<file path="src/inc/arp_pkg.sv">
package arp_pkg;
   // channel count and counter width
   localparam int ARP_CHANNELS = 4;
   localparam int ARP_WIDTH = 8;
   // values after reset, and the counter's terminal count
   localparam logic [7:0] ARP_RELOAD_RST = 8'h00;
   localparam logic [7:0] ARP_DUTY_RST = 8'h00;
   localparam logic [7:0] ARP_COUNT_RST = 8'h00;
   localparam logic [7:0] ARP_COUNT_MAX = 8'hff;
   // counter clock source selection
   typedef enum logic {
      ARP_SRC_INTERNAL,
      ARP_SRC_EXTERNAL
   } arp_src_e;
endpackage

</file>
<file path="src/inc/arp_tick_if.sv">
interface arp_tick_if;
   logic tick;
   modport src (output tick);
   modport dst (input tick);
endinterface

</file>
<file path="src/core/arp_tick_gen.sv">
module arp_tick_gen
   import arp_pkg::*;
(
   input wire logic clk_i,
   input wire logic resetn_i,
   input wire logic ext_clk_i,
   input wire logic ext_mode_i,
   input wire logic run_i,
   arp_tick_if.src tick_if
);
   logic sync1_reg;
   logic sync2_reg;
   logic last_reg;

   // two-stage synchroniser for the external count clock
   always_ff @(posedge clk_i or negedge resetn_i) begin
      if (!resetn_i) begin
         sync1_reg <= 1'b0;
         sync2_reg <= 1'b0;
         last_reg <= 1'b0;
      end else begin
         sync1_reg <= ext_clk_i;
         sync2_reg <= sync1_reg;
         last_reg <= sync2_reg;
      end
   end

   // count tick while running: every cycle internally, rising edge externally
   assign tick_if.tick = run_i & (ext_mode_i ? (sync2_reg & ~last_reg) : 1'b1);
endmodule

</file>
<file path="src/core/arp_pwm_timer.sv">
// Function
// four independent pwm outputs; all generation stops while halt is asserted.
// each channel has an output enable; enabled pins drive push-pull.
// pwm frequency equals counter clock divided by 256 minus reload value.
// on overflow each active pin takes the level set by its polarity.
// counter matching a channel's compare value restores the pin's earlier level.
// software loads compare values above the reload value to obtain a waveform.
// reload zero gives 1/256 resolution; 0% and 100% through polarity.
// overflow sets the flag; interrupt requested only when enabled.
// flag stays set until software clears it, which software must do.
// event mode counts external clock edges; flag after 256 minus reload events.
// software clears counter enable before halt to avoid spurious counts.
// counter counts up to ffh, then overflows and reloads from reload value.
module arp_pwm_timer
   import arp_pkg::*;
#(
   parameter int CHANNELS = ARP_CHANNELS
)
(
   input wire logic clk_i,
   input wire logic resetn_i,
   input wire logic halt_i,
   input wire logic external_count_clock_i,
   input wire logic event_mode_i,
   input wire logic counter_enable_i,
   input wire logic overflow_irq_enable_i,
   input wire logic overflow_flag_clear_i,
   input wire logic [7:0] reload_value_reg_i,
   input wire logic [CHANNELS-1:0] pwm_output_enable_i,
   input wire logic [CHANNELS-1:0] pwm_output_polarity_i,
   input wire logic [CHANNELS*8-1:0] duty_compare_reg_i,
   output logic [CHANNELS-1:0] pwm_output_pin_o,
   output logic [CHANNELS-1:0] pwm_output_pin_oe_o,
   output logic overflow_flag_o,
   output logic overflow_irq_o,
   output logic [7:0] counter_o
);
   // counter clock source as selected by the mode input
   arp_src_e src_sel;

   // external source chosen
   logic ext_sel;

   // tick carrier between the tick source and the counter
   arp_tick_if tick_bus ();

   // counting permission after halt and enable gating
   logic run;

   // counter state and its next value
   logic [7:0] count_reg;
   logic [7:0] count_next;

   // terminal count reached, and a tick arriving on it
   logic at_max;
   logic overflow;

   // sticky overflow flag and its next value
   logic ovf_reg;
   logic ovf_next;

   // per-channel pin and driver levels gathered from the loop
   wire logic [CHANNELS-1:0] pin_level;
   wire logic [CHANNELS-1:0] drive_level;

   // counting halts during halt and while disabled
   assign run = counter_enable_i & ~halt_i;

   // mode input mapped onto the source type
   assign src_sel = event_mode_i ? ARP_SRC_EXTERNAL : ARP_SRC_INTERNAL;

   // external edges only count in event mode
   assign ext_sel = (src_sel == ARP_SRC_EXTERNAL);

   // tick source: internal clock or synchronised external edges
   arp_tick_gen u_tick (
      .clk_i(clk_i),
      .resetn_i(resetn_i),
      .ext_clk_i(external_count_clock_i),
      .ext_mode_i(ext_sel),
      .run_i(run),
      .tick_if(tick_bus.src)
   );

   // terminal count detection
   assign at_max = (count_reg == ARP_COUNT_MAX);

   // overflow when a tick arrives at ffh
   assign overflow = tick_bus.tick & at_max;

   // next counter value: reload on overflow, otherwise step up
   always_comb begin
      if (overflow) begin
         count_next = reload_value_reg_i;
      end else begin
         count_next = count_reg + 8'h01;
      end
   end

   // auto-reload counter, frozen between ticks
   always_ff @(posedge clk_i or negedge resetn_i) begin
      if (!resetn_i) begin
         count_reg <= ARP_COUNT_RST;
      end else if (tick_bus.tick) begin
         count_reg <= count_next;
      end
   end

   // flag next value: set wins over a clear in the same cycle
   always_comb begin
      case ({overflow, overflow_flag_clear_i})
         2'b10, 2'b11: begin
            ovf_next = 1'b1;
         end
         2'b01: begin
            ovf_next = 1'b0;
         end
         default: begin
            ovf_next = ovf_reg;
         end
      endcase
   end

   // sticky overflow flag
   always_ff @(posedge clk_i or negedge resetn_i) begin
      if (!resetn_i) begin
         ovf_reg <= 1'b0;
      end else begin
         ovf_reg <= ovf_next;
      end
   end

   // per-channel pwm: raw level, polarity, enable and pin registers
   genvar g;
   generate
      for (g = 0; g < CHANNELS; g++) begin : g_ch
         // this channel's compare value
         logic [7:0] duty;
         // compare hit on the value the counter is about to take
         logic match;
         // raw level: high from overflow up to the compare hit
         logic raw_reg;
         logic raw_next;
         // pin level after polarity and enable
         logic pin_reg;
         logic pin_next;
         // driver enable copy
         logic oe_reg;

         // this channel's slice of the compare bus
         assign duty = duty_compare_reg_i[g*8 +: 8];

         // a match only counts when a tick really moves the counter
         assign match = tick_bus.tick & (count_next == duty);

         // overflow sets the raw level, a later match restores it
         always_comb begin
            case ({overflow, match})
               2'b10, 2'b11: begin
                  raw_next = 1'b1;
               end
               2'b01: begin
                  raw_next = 1'b0;
               end
               default: begin
                  raw_next = raw_reg;
               end
            endcase
         end

         // raw level register
         always_ff @(posedge clk_i or negedge resetn_i) begin
            if (!resetn_i) begin
               raw_reg <= 1'b0;
            end else begin
               raw_reg <= raw_next;
            end
         end

         // polarity flips the level, a disabled channel drives low
         always_comb begin
            if (pwm_output_enable_i[g]) begin
               pin_next = raw_reg ^ pwm_output_polarity_i[g];
            end else begin
               pin_next = 1'b0;
            end
         end

         // pin register
         always_ff @(posedge clk_i or negedge resetn_i) begin
            if (!resetn_i) begin
               pin_reg <= 1'b0;
            end else begin
               pin_reg <= pin_next;
            end
         end

         // push-pull driver enable follows the channel enable
         always_ff @(posedge clk_i or negedge resetn_i) begin
            if (!resetn_i) begin
               oe_reg <= 1'b0;
            end else begin
               oe_reg <= pwm_output_enable_i[g];
            end
         end

         // hand the channel levels to the shared vectors
         assign pin_level[g] = pin_reg;
         assign drive_level[g] = oe_reg;
      end
   endgenerate

   // pin outputs and their driver enables
   assign pwm_output_pin_o = pin_level;
   assign pwm_output_pin_oe_o = drive_level;

   // flag and interrupt request
   assign overflow_flag_o = ovf_reg;
   assign overflow_irq_o = ovf_reg & overflow_irq_enable_i;

   // counter value for observation
   assign counter_o = count_reg;
endmodule

</file>
<file path="config.mk">
export PLATFORM = sky130hd
export DESIGN_NAME = arp_pwm_timer
export DESIGN_NICKNAME = d
export VERILOG_FILES = /design/src/inc/arp_pkg.sv /design/src/inc/arp_tick_if.sv /design/src/core/arp_tick_gen.sv /design/src/core/arp_pwm_timer.sv
export SDC_FILE = /design/constraint.sdc
export NUM_CORES = 1
export LEC_CHECK = 0
export BUFFER_PORTS_ARGS = -buffer_cell sky130_fd_sc_hd__buf_4
export CAP_MARGIN = 5
export CORE_MARGIN = 5
export CORE_UTILIZATION = 54
export DETAILED_ROUTE_END_ITERATION = 8
export MAX_ROUTING_LAYER = met4
export PLACE_DENSITY = 0.87
export RECOVER_POWER = 100
export SLEW_MARGIN = 20
export SYNTH_ARGS = -nofsm -noshare
export SYNTH_HDL_FRONTEND = slang
export SYNTH_SLANG_ARGS = --single-unit
</file>
<file path="constraint.sdc">
create_clock -name clk_i -period 7 [get_ports clk_i]
set_clock_uncertainty 0.15 [all_clocks]
set_input_delay 0.35 -clock clk_i [delete_from_list [all_inputs] [get_ports clk_i]]
set_output_delay 0.35 -clock clk_i [all_outputs]
set_load 0.01 [all_outputs]
</file>
Word-level counts from Yosys, hierarchy flattened --
Cells that the tools add are included.
Operators by class: $add $sub $neg 1, eq/ne operators 20, mux-type cells 12, bitwise gates (word level) 15, reduce and logical (&&, ||, !) cells 10
Operator list (number):
- == test 8 bit | 4
- == test 2 bit, second input constant | 10
- == test 2 x 1 -> 1 bit, second input constant | 5
- case mux 1 bit (2 select lines) | 5
- nonzero test 2 bit | 5
- OR reduction 2 bit | 5
- bitwise AND 1 bit | 9
- adder 8 x 1 -> 8 bit, second input constant | 1
- == test 8 bit, second input constant | 1
- 2-to-1 mux 8 bit | 1
- 2-to-1 mux 1 bit | 6
- XOR 1 bit | 4
- NOT 1 bit | 2
Storage, ports and cells: register bits 24, input port bits 56, output and inout bits 18, logic and storage cells 75

Depth between registers and ports, before layout --
Gate-level depths: netlist of run 1.
depth after elaboration 11, gate-level depth with buffers 9

By module --
From an unflattened synthesis of run 1, not the netlist that was laid out.
Unflattened totals: cell total of the unflattened synthesis 234, area total of the unflattened synthesis 1964.4 sq um
Modules (own cells, without submodules):
- arp_pwm_timer | times used 1, cells an instance 229, area each 1875.5 sq um
- arp_tick_gen | times used 1, cells an instance 5, area each 88.8 sq um

Least setup slack after synthesis of run 1 --
Ideal clock, no wire load.
path type reg-to-reg, from reg count_reg[1] (netlist: counter_o[1]), to reg g_ch[2].raw_reg, setup time 133 ps, arrival time 2010 ps, required time 6717 ps, path slack 4707 ps, stages on the path, launching flop included 10, buffers on the path 2, cell sequence dfrtp_1 -> ha_1 -> buf_2 -> and4_1 -> buf_6 -> nand3_1 -> o22ai_1 -> a211o_1 -> a2111oi_2 -> a31oi_1
Between the ends: word-level cells in the longest chain between the ends 8
Ends and longest elaborated chain:
- from (decl) | line arp_pwm_timer.sv:51 | logic [7:0] count_reg;
- from (signal assigned) | line arp_pwm_timer.sv:105 | count_reg <= count_next;
- parallel branches: the longest is 8 deep, another holds adder 8 x 1 -> 8 bit
- to (signal assigned) | line arp_pwm_timer.sv:176 | raw_reg <= raw_next;
- to (decl) | line arp_pwm_timer.sv:142 | logic raw_reg;
Several ways; the timed one is not identified. A chain may end at the register's enable or synchronous reset.

Final worst setup path of run 1 --
from reg count_reg[0] (netlist: counter_o[0]), to reg g_ch[2].raw_reg
Same word-level chain as after synthesis.

==> results.toml, run 1 <==
[run_status]
outcome = "finished clean"

[synth]
synth_warnings = 0
synthFlopType = "sky130_fd_sc_hd__dfrtp_1"
synth-seq-area-share_pct = 29.2
post_synthesis_instance_area_um2 = 2050
synth.distinct_cells = 58
count_of_flip_flops_with_a_built_in_enable_after_synthesis = 0
yosysMostFrequentCell = "sky130_fd_sc_hd__dfrtp_1"
syn_nets = 288
share_of_flip_flops_with_an_asynchronous_set_or_reset_pct = 100
postSynthAreaPerCell_um2 = 8.89
post-synth-top-area-cell = "sky130_fd_sc_hd__dfrtp_1"
synthTopCellsByArea = "sky130_fd_sc_hd__dfrtp_1 29%, sky130_fd_sc_hd__xor2_1 7.2%, sky130_fd_sc_hd__buf_4 4.4%"
number_of_instances_in_the_synthesized_netlist = 231
proportion_of_netlist_area_held_by_the_largest_area_contributor_pct = 29.2
leading_cell_types_by_count_after_synthesis = "24 x sky130_fd_sc_hd__dfrtp_1, 20 x sky130_fd_sc_hd__nand2_1, 17 x sky130_fd_sc_hd__xor2_1"
synth_seq_cells = 24

[placed_design]
postPlaceCellArea_um2 = 2530
gp_congestion = 0.998
placed_cells_incl_taps = 333
io_buf_count = 73
hpwlAfterDp_mm = 5.23
preCtsSetupSlack_ps = 4040

[worst_hold_path]
hold_path.class = "in -> reg"
hold_depth = 1
worst_hold_path.endpoint = "u_tick.sync1_reg"
worstHoldStart = "external_count_clock_i"

[worst_setup_path]
critical_path.endpoint_type = "register"
critical-path-top-delay-family = "compound AO/OA/AOI/OAI gates"
r2r_setup_slack_ps = 3490
crit_path_top_delay_cell = "sky130_fd_sc_hd__a2111oi_4"
rr_worst_depth = 6
cp_slowest_stage_delay_ps = 800
worstPathBufferInverterCount = 0
regToRegEndpoint = "g_ch[2].raw_reg"
crit_required_ps = 6990
cp-start-kind = "register"
crit_arrival_ps = 3500
timing_worst_setup_path_type = "reg -> reg"
crit_chain = "ha_1, nand4_1, a2111oi_4, o21ai_0, a2111oi_0, a31oi_1"
reg2reg_from = "counter_o[0]"
beginning_of_the_critical_path = "counter_o[0]"
timing.critical_path.fanout_max = 13

[route]
dr.max_layer_used = "met4"
drt_first_iter_violations = 234
remaining_routing_drc_violations = 0
drtAntennaViolNets = 0
drt_pass1_iterations = 5
routedWlPerCell_um = 19.3
num_vias = 2073
detail_route.wirelength_mm = 6.53
wl_met2_mm = 3.10
wirelength_met1_mm = 2.73
drt-vias-per-instance = 6.13
routed-wl-met3_um = 530

[floorplan]
die_height_um = 71.7
num_rows = 22
core_um2 = 3660
ios = 74
floorplan.initialDensity_pct = 56.1
area_of_the_die_um2 = 5140
die_w_um = 71.7

[cells_and_area]
drive_gt1_share_pct = 25.9
antenna_diode_count = 0
finish.net_count = 348
final_cell_area_um2 = 2480
final_util_pct = 67.8
stdcell_count = 338
number_of_flip_flops_in_the_largest_register = 8
syn2layout_area_growth_pct = 20.9

[sta]
hold_slack_ps = 50.8
finish_stage_setup_viols = 0
finalWorstPathRequiredPeriod_ps = 3510
worstMarginPinSlew_ps = 1350
layout_worst_path_cycle_share_pct = 50.2
hold_viol = 0
fmaxAchievable_ghz = 0.285
final-max-slew-violation-count = 0
unrepaired_setup_endpoints_after_global_routing = "false"
final.setup.tns_ps = 0
slew-limit-headroom_pct = 9.85
layout_setup_ws_ps = 3490

[global_routing]
track_usage_pct = 26.1
grt-ovfl-total = 0
pin_count_of_the_biggest_net_entering_global_routing = 25
grt_first_pass_wirelength_mm = 10.2
first_global_vias = 2069
grt_antenna_before_repair = 0

[cts]
h-tree-depth = 1
post-cts-setup-buffers = 0
cts-buffers-inserted = 3
post_cts.resized_instances = 0
clock_latency_ps = 270
clk_path_buf_depth = 2
tritoncts = "yes"
numClockSinks = 24
cts.reportedPaths.clkPinSlew_ps = 90
cts_root_buf = "sky130_fd_sc_hd__clkbuf_8"

[power]
static-leakage-power_nw = 1.05
power_per_cell_area_nw_per_um2 = 225
ir_drop_uv = 84.6
total_power_consumption_of_the_routed_design_mw = 0.558

[job]
timing.max_cap.violations = 0
-- timing repair --
action                                  4_1_cts  5_1_grt
endpoints found under the setup margin        0        0
hold buffers                                  1        0
hold endpoints to repair                     24        0
-- per-layer routing --
metal	global-route usage, %	up-vias
met5	-	-
met4	10.6	0
met3	2.66	13
met2	40.6	122
met1	34.7	981
li1	-	957
-- cell type report --
cell class              count  area (um^2)
fillers                   345         1180
flip-flops and latches     24          601
multi-input cells         178         1230
clock buffers               3         41.3
inverters                  10         37.5
repair buffers             74          487
well taps                  48         60.1
clock inverters             1         30.0
-- logic make-up (layout without fill, tap and decap cells) --
| logic type | Yosys count | in the layout | synth area share (%) |
|---|---|---|---|
| and+or+nand+nor | 78 | 78 | 21.3 |
| AOI/OAI and AO/OA | 70 | 70 | 27.9 |
| buffers and inverters | 29 | 88 | 8.40 |
| xor gates and xnor gates | 26 | 26 | 11.1 |
| DFF | 24 | 24 | 29.2 |
| muxes | 3 | 3 | 1.46 |
| adders and majority gates | 1 | 1 | 0.609 |
-- cells in the final DEF, fill, tap and decap left out, types with 3 or more instances in the layout --
cell                       count
sky130_fd_sc_hd__buf_4        49
sky130_fd_sc_hd__dfrtp_1      24
sky130_fd_sc_hd__nand2_1      20
sky130_fd_sc_hd__clkbuf_1     19
sky130_fd_sc_hd__xor2_1       17
sky130_fd_sc_hd__nor2_1       14
sky130_fd_sc_hd__a21oi_1      11
sky130_fd_sc_hd__o21ai_0      11
sky130_fd_sc_hd__nand3_1      10
sky130_fd_sc_hd__inv_1        10
sky130_fd_sc_hd__xnor2_1       9
sky130_fd_sc_hd__a31oi_1       5
sky130_fd_sc_hd__nor3_1        5
sky130_fd_sc_hd__o22ai_1       5
sky130_fd_sc_hd__clkbuf_4      5
sky130_fd_sc_hd__and2_0        4
sky130_fd_sc_hd__a211oi_1      4
sky130_fd_sc_hd__a211o_1       4
sky130_fd_sc_hd__nand4_1       3
sky130_fd_sc_hd__mux2i_1       3
sky130_fd_sc_hd__o31ai_1       3
sky130_fd_sc_hd__nor3b_1       3
sky130_fd_sc_hd__o221ai_1      3
sky130_fd_sc_hd__o211ai_1      3
sky130_fd_sc_hd__or2_2         3
sky130_fd_sc_hd__clkbuf_8      3
-- power breakdown --
part	total [mW]	switching [mW]	internal (mW)
Clock	0.125	0.0481	0.0765
Sequential	0.188	0.0326	0.155
Combinational	0.246	0.143	0.103
Total	0.558	0.224	0.334
-- worst max path at each step --
stage	end	slack (ps)	depth (start not counted)
floorplan	g_ch[2].raw_reg	4710	9
global placement	g_ch[1].raw_reg	4150	6
detailed placement	g_ch[1].raw_reg	4040	6
CTS	g_ch[1].raw_reg	4010	6
global route	g_ch[2].raw_reg	3210	6
finish	g_ch[2].raw_reg	3490	6
No activity file was read; power rests on OpenSTA's default activity.
==> inputs of run 2 (changes only) <==
ABC_AREA = 1   (was default)
CORE_UTILIZATION = 49   (was 54)
PLACE_DENSITY = 0.82   (was 0.87)
clock period = 3.5 ns   (was 7 ns; I/O delays follow)
==> run 2 against run 1 <==
  * First-iteration DRC count decreased by 43%
  * Via count is 2.8% lower
  * Sequential power rose by 100%
  * Global-route usage fell by 4.0 points
  * Non-clock buffer count rose by 11
  * Largest cell class unchanged
  * Synthesized cell count rose by 20%
  * Die area fell by 0.68%
==> results.toml, run 2 <==
[route]
drt_first_iter_violations = 134
drt-vias-per-instance = 5.01
routedWlPerCell_um = 13.0
drt_pass1_iterations = 4
drtAntennaViolNets = 0
remaining_routing_drc_violations = 0
num_vias = 2014
detail_route.wirelength_mm = 5.22

[placed_design]
hpwlAfterDp_mm = 4.22
io_buf_count = 73
placed_cells_incl_taps = 387
preCtsSetupSlack_ps = 903
postPlaceCellArea_um2 = 2370
gp_congestion = 0.889

[worst_setup_path]
critical_path.endpoint_type = "register"
crit_chain = "ha_1, nand2_2, inv_1, nand2_1, nor2_4, nand2_1, nand2_1, nand2_1, nand2_1, nand2_1, nor2_1, nand2_1, o21ai_0, nand2_1"
timing.critical_path.fanout_max = 14
worstPathBufferInverterCount = 1
crit_required_ps = 3500
cp-start-kind = "register"
cp_slowest_stage_delay_ps = 460
timing_worst_setup_path_type = "reg -> reg"
crit_arrival_ps = 2920
critical-path-top-delay-family = "simple AND/OR/NAND/NOR gates"
crit_path_top_delay_cell = "sky130_fd_sc_hd__dfrtp_1"
cp_common_cell = "sky130_fd_sc_hd__nand2_1"

[power]
static-leakage-power_nw = 1.34
power_per_cell_area_nw_per_um2 = 512
total_power_consumption_of_the_routed_design_mw = 1.26
ir_drop_uv = 240

[global_routing]
grt_antenna_before_repair = 0
track_usage_pct = 22.1
grt_first_pass_wirelength_mm = 8.91
first_global_vias = 1962
pin_count_of_the_biggest_net_entering_global_routing = 25
grt-ovfl-total = 0

[cts]
cts_hold_buf = 11
numClockSinks = 24
clock_latency_ps = 270
cts.reportedPaths.clkPinSlew_ps = 80
clk_path_buf_depth = 2
h-tree-depth = 1
cts_root_buf = "sky130_fd_sc_hd__clkbuf_8"
cts-buffers-inserted = 3
tritoncts = "yes"
post_cts.resized_instances = 0
post-cts-setup-buffers = 0

[floorplan]
area_of_the_die_um2 = 5100
die_w_um = 71.4
num_rows = 22
core_um2 = 3660
floorplan.initialDensity_pct = 50.5
die_height_um = 71.4
ios = 74

[synth]
synth.distinct_cells = 25
postSynthAreaPerCell_um2 = 6.68
number_of_instances_in_the_synthesized_netlist = 277
count_of_flip_flops_with_a_built_in_enable_after_synthesis = 0
leading_cell_types_by_count_after_synthesis = "80 x sky130_fd_sc_hd__nand2_1, 45 x sky130_fd_sc_hd__nand3_1, 37 x sky130_fd_sc_hd__inv_1"
synthFlopType = "sky130_fd_sc_hd__dfrtp_1"
synth-seq-area-share_pct = 32.5
post-synth-top-area-cell = "sky130_fd_sc_hd__dfrtp_1"
synth_warnings = 0
yosysMostFrequentCell = "sky130_fd_sc_hd__nand2_1"
synth_seq_cells = 24
synthTopCellsByArea = "sky130_fd_sc_hd__dfrtp_1 32%, sky130_fd_sc_hd__nand2_1 16%, sky130_fd_sc_hd__nand3_1 12%"
syn_nets = 334
share_of_flip_flops_with_an_asynchronous_set_or_reset_pct = 100
post_synthesis_instance_area_um2 = 1850
proportion_of_netlist_area_held_by_the_largest_area_contributor_pct = 32.5

[cells_and_area]
layout.cells.most_common_list = "84 x sky130_fd_sc_hd__nand2_1, 46 x sky130_fd_sc_hd__buf_4, 45 x sky130_fd_sc_hd__nand3_1"
layout.cells.most_common = "sky130_fd_sc_hd__nand2_1"
final_util_pct = 67.5
number_of_flip_flops_in_the_largest_register = 8
syn2layout_area_growth_pct = 33.6
antenna_diode_count = 0
final_cell_area_um2 = 2470
stdcell_count = 402
drive_gt1_share_pct = 18.9
finish.net_count = 412

[sta]
slew-limit-headroom_pct = 16.6
finish_stage_setup_viols = 0
final.setup.tns_ps = 0
finalWorstPathRequiredPeriod_ps = 2920
fmaxAchievable_ghz = 0.342
unrepaired_setup_endpoints_after_global_routing = "false"
layout_worst_path_cycle_share_pct = 83.5
worstMarginPinSlew_ps = 1250
hold_slack_ps = 99.3
layout_setup_ws_ps = 578
hold_viol = 0
final-max-slew-violation-count = 0

[run_status]
outcome = "finished clean"

[job]
timing.max_cap.violations = 0

[worst_hold_path]
hold_path.class = "in -> reg"
run 2: changes by cell type after synthesis, moves of 6 or more:
cell,delta
sky130_fd_sc_hd__and2_1,-6
sky130_fd_sc_hd__inv_1,+27
sky130_fd_sc_hd__nand2_1,+60
sky130_fd_sc_hd__nand2_2,+7
sky130_fd_sc_hd__nand3_1,+35
sky130_fd_sc_hd__nand3b_1,+15
sky130_fd_sc_hd__o21ai_0,+6
sky130_fd_sc_hd__xnor2_1,-8
sky130_fd_sc_hd__xor2_1,-12
run 2: path summary, 6_finish.rpt:
check,startpoint,end,slack [ps],cells past startpoint
setup / recovery,counter_o[0],g_ch[1].raw_reg,580,14
hold / removal,duty_compare_reg_i[7],g_ch[0].raw_reg,100,5
setup reg to reg,counter_o[0],g_ch[1].raw_reg,580,14
hold reg to reg,u_tick.sync1_reg,u_tick.sync2_reg,210,0
max in group asynchronous,resetn_i,counter_o[7],1920,2
min in group asynchronous,resetn_i,g_ch[0].pin_reg,550,2
run 2: layer usage:
layer / track usage, % / wire [um] / part of all wire (%) / up-vias
li1: - / - / - / 1030
met1: 29.1 / 2300 / 44 / 903
met2: 37.0 / 2520 / 48 / 72
met3: 0.140 / 293 / 5.6 / 9
met4: 7.31 / 108 / 2.1 / 0
met5: - / 0 / 0 / -
run 2: layout make-up:
class	count	area [um^2]
timing repair buffer	85	591
inverter	38	143
sequential	24	601
tap	48	60.1
clock inverter	1	30.0
clock buffer	3	41.3
multi-input combinational	203	1000
fill	363	1190
run 2: worst min-delay path, stage by stage:
cell	delay, ps
sky130_fd_sc_hd__buf_4	90
sky130_fd_sc_hd__xor2_1	60
sky130_fd_sc_hd__nand3_1	80
sky130_fd_sc_hd__nand2_1	40
sky130_fd_sc_hd__nand2_1	40
run 2: power breakdown:
part | leakage [nW] | switching [mW] | internal (mW)
Sequential | 0.302 | 0.0560 | 0.320
Clock | 0.0357 | 0.0882 | 0.153
Combinational | 1.00 | 0.403 | 0.244
run 2: cells by family (layout without fill, tap and decap cells):
family                     Yosys count  after routing  share of synthesized area [%]
and+or+nand+nor                    171            171                           43.7
buffers and inverters               50            127                           12.7
AOI/OAI and AO/OA                   25             25                           7.65
DFF                                 24             24                           32.5
xor gates and xnor gates             6              6                           2.84
adders and majority gates            1              1                          0.676
==> inputs of run 3 (changes only) <==
clock period = 2.85 ns   (was 3.5 ns; I/O delays follow)
==> run 3 against run 2 <==
  * Non-clock buffer count up 1
  * Critical path depth is the same
  * Wire length grew 1.6%
  * Hold slack lost 25 ps
==> results.toml, run 3 (synthesized netlist as in run 2, its figures left out) <==
[run_status]
outcome = "finished clean"

[route]
routedWlPerCell_um = 13.2
drtAntennaViolNets = 0
remaining_routing_drc_violations = 0
drt-vias-per-instance = 5.00
drt_pass1_iterations = 4
drt_first_iter_violations = 200
detail_route.wirelength_mm = 5.30
num_vias = 2013

[sta]
hold_slack_ps = 74.2
final-max-slew-violation-count = 0
layout_setup_ws_ps = 353
fmaxAchievable_ghz = 0.401
worstMarginPinSlew_ps = 1210
final.setup.tns_ps = 0
slew-limit-headroom_pct = 19.3
layout_worst_path_cycle_share_pct = 87.6
finish_stage_setup_viols = 0
hold_viol = 0
finalWorstPathRequiredPeriod_ps = 2500
unrepaired_setup_endpoints_after_global_routing = "false"

[global_routing]
grt_antenna_before_repair = 0
grt-ovfl-total = 0
track_usage_pct = 22.5
grt_first_pass_wirelength_mm = 9.07
pin_count_of_the_biggest_net_entering_global_routing = 25
first_global_vias = 1982

[worst_setup_path]
worstPathBufferInverterCount = 1
crit_required_ps = 2850
critical_path.endpoint_type = "register"
cp_common_cell = "sky130_fd_sc_hd__nand2_2"
crit_arrival_ps = 2500
crit_path_top_delay_cell = "sky130_fd_sc_hd__dfrtp_1"
cp-start-kind = "register"
cp_slowest_stage_delay_ps = 450
timing_worst_setup_path_type = "reg -> reg"
reg2reg_from = "counter_o[0]"
timing.critical_path.fanout_max = 14
critical-path-top-delay-family = "simple AND/OR/NAND/NOR gates"
crit_chain = "ha_1, nand2_2, inv_1, nand2_2, nor2_1, nand2_2, nand2_2, nand2_2, nand2_1, o21ai_0, nor2_1, nand3_1, nand2_1, nand2_1"
beginning_of_the_critical_path = "counter_o[0]"

[worst_hold_path]
hold_path.class = "in -> reg"
worstHoldStart = "duty_compare_reg_i[7]"

[cells_and_area]
layout.cells.most_common_list = "81 x sky130_fd_sc_hd__nand2_1, 47 x sky130_fd_sc_hd__buf_4, 45 x sky130_fd_sc_hd__nand3_1"
fillCellCount = 352
layout.cells.most_common = "sky130_fd_sc_hd__nand2_1"
finish.net_count = 413
drive_gt1_share_pct = 20.0
syn2layout_area_growth_pct = 34.2
antenna_diode_count = 0
number_of_flip_flops_in_the_largest_register = 8
final_util_pct = 67.8

[floorplan]
floorplan.initialDensity_pct = 50.5
num_rows = 22
core_um2 = 3660
ios = 74
area_of_the_die_um2 = 5100
die_w_um = 71.4
die_height_um = 71.4

[cts]
cts-buffers-inserted = 3
cts_root_buf = "sky130_fd_sc_hd__clkbuf_8"
post-cts-setup-buffers = 0
numClockSinks = 24
h-tree-depth = 1
clock_latency_ps = 260
clk_path_buf_depth = 2
cts.reportedPaths.clkPinSlew_ps = 80
tritoncts = "yes"

[power]
ir_drop_uv = 301
static-leakage-power_nw = 1.35
power_per_cell_area_nw_per_um2 = 624
total_power_consumption_of_the_routed_design_mw = 1.55

[placed_design]
gp_congestion = 0.934
io_buf_count = 73
preCtsSetupSlack_ps = 499
hpwlAfterDp_mm = 4.21

[job]
timing.max_cap.violations = 0
[run 3: path summary, 6_finish.rpt]
kind	depth (start not counted)	slack, ps	endpoint
min in group asynchronous	2	500	overflow_flag_o
max in group asynchronous	2	1340	g_ch[0].pin_reg
hold reg to reg	0	210	u_tick.sync2_reg
setup reg to reg	14	350	g_ch[3].raw_reg
setup / recovery	14	350	g_ch[3].raw_reg
hold / removal	5	70	g_ch[0].raw_reg
[run 3: per-layer routing]
layer  vias to the layer above  wire length (um)  track usage (%)
met2                        70              2550             37.4
met1                       898              2340             29.6
met3                         8               332             1.68
li1                       1037                 -                -
met5                         -                 0                -
met4                         0                84             6.05
[run 3: layout make-up]
type                       instances  area [um^2]  area share, %
sequential                        24          601           24.2
inverter                          38          143           5.75
tap                               48         60.1           2.42
clock buffer                       3         41.3           1.66
multi-input combinational        203         1000           40.5
timing repair buffer              86          602           24.3
clock inverter                     1         30.0           1.21
[run 3: what timing repair did]
action,CTS,global route
hold endpoints to repair,34,0
hold buffers,11,0
gates resized for setup,0,0
[run 3: tightest hold or removal path: cells and delay by family]
family,cells,cell delay [ps]
AND/OR/NAND/NOR,3,180
buffers and inverters,1,80
XOR/XNOR,1,60
[run 3: where the power goes]
part           switching, mW  internal [mW]  leakage [nW]
logic                  0.489          0.301          1.01
registers             0.0735          0.393         0.302
clock network          0.103          0.188        0.0357
total                  0.666          0.882          1.35
[run 3: per-stage QoR]
| step | std cells | area [um^2] |
|---|---|---|
| after floorplan | 277 | 1850 |
| after global placement | 388 | 2380 |
| after detailed placement | 388 | 2380 |
| after CTS | 403 | 2560 |
| after global routing | 403 | 2480 |
| final | 403 | 2480 |
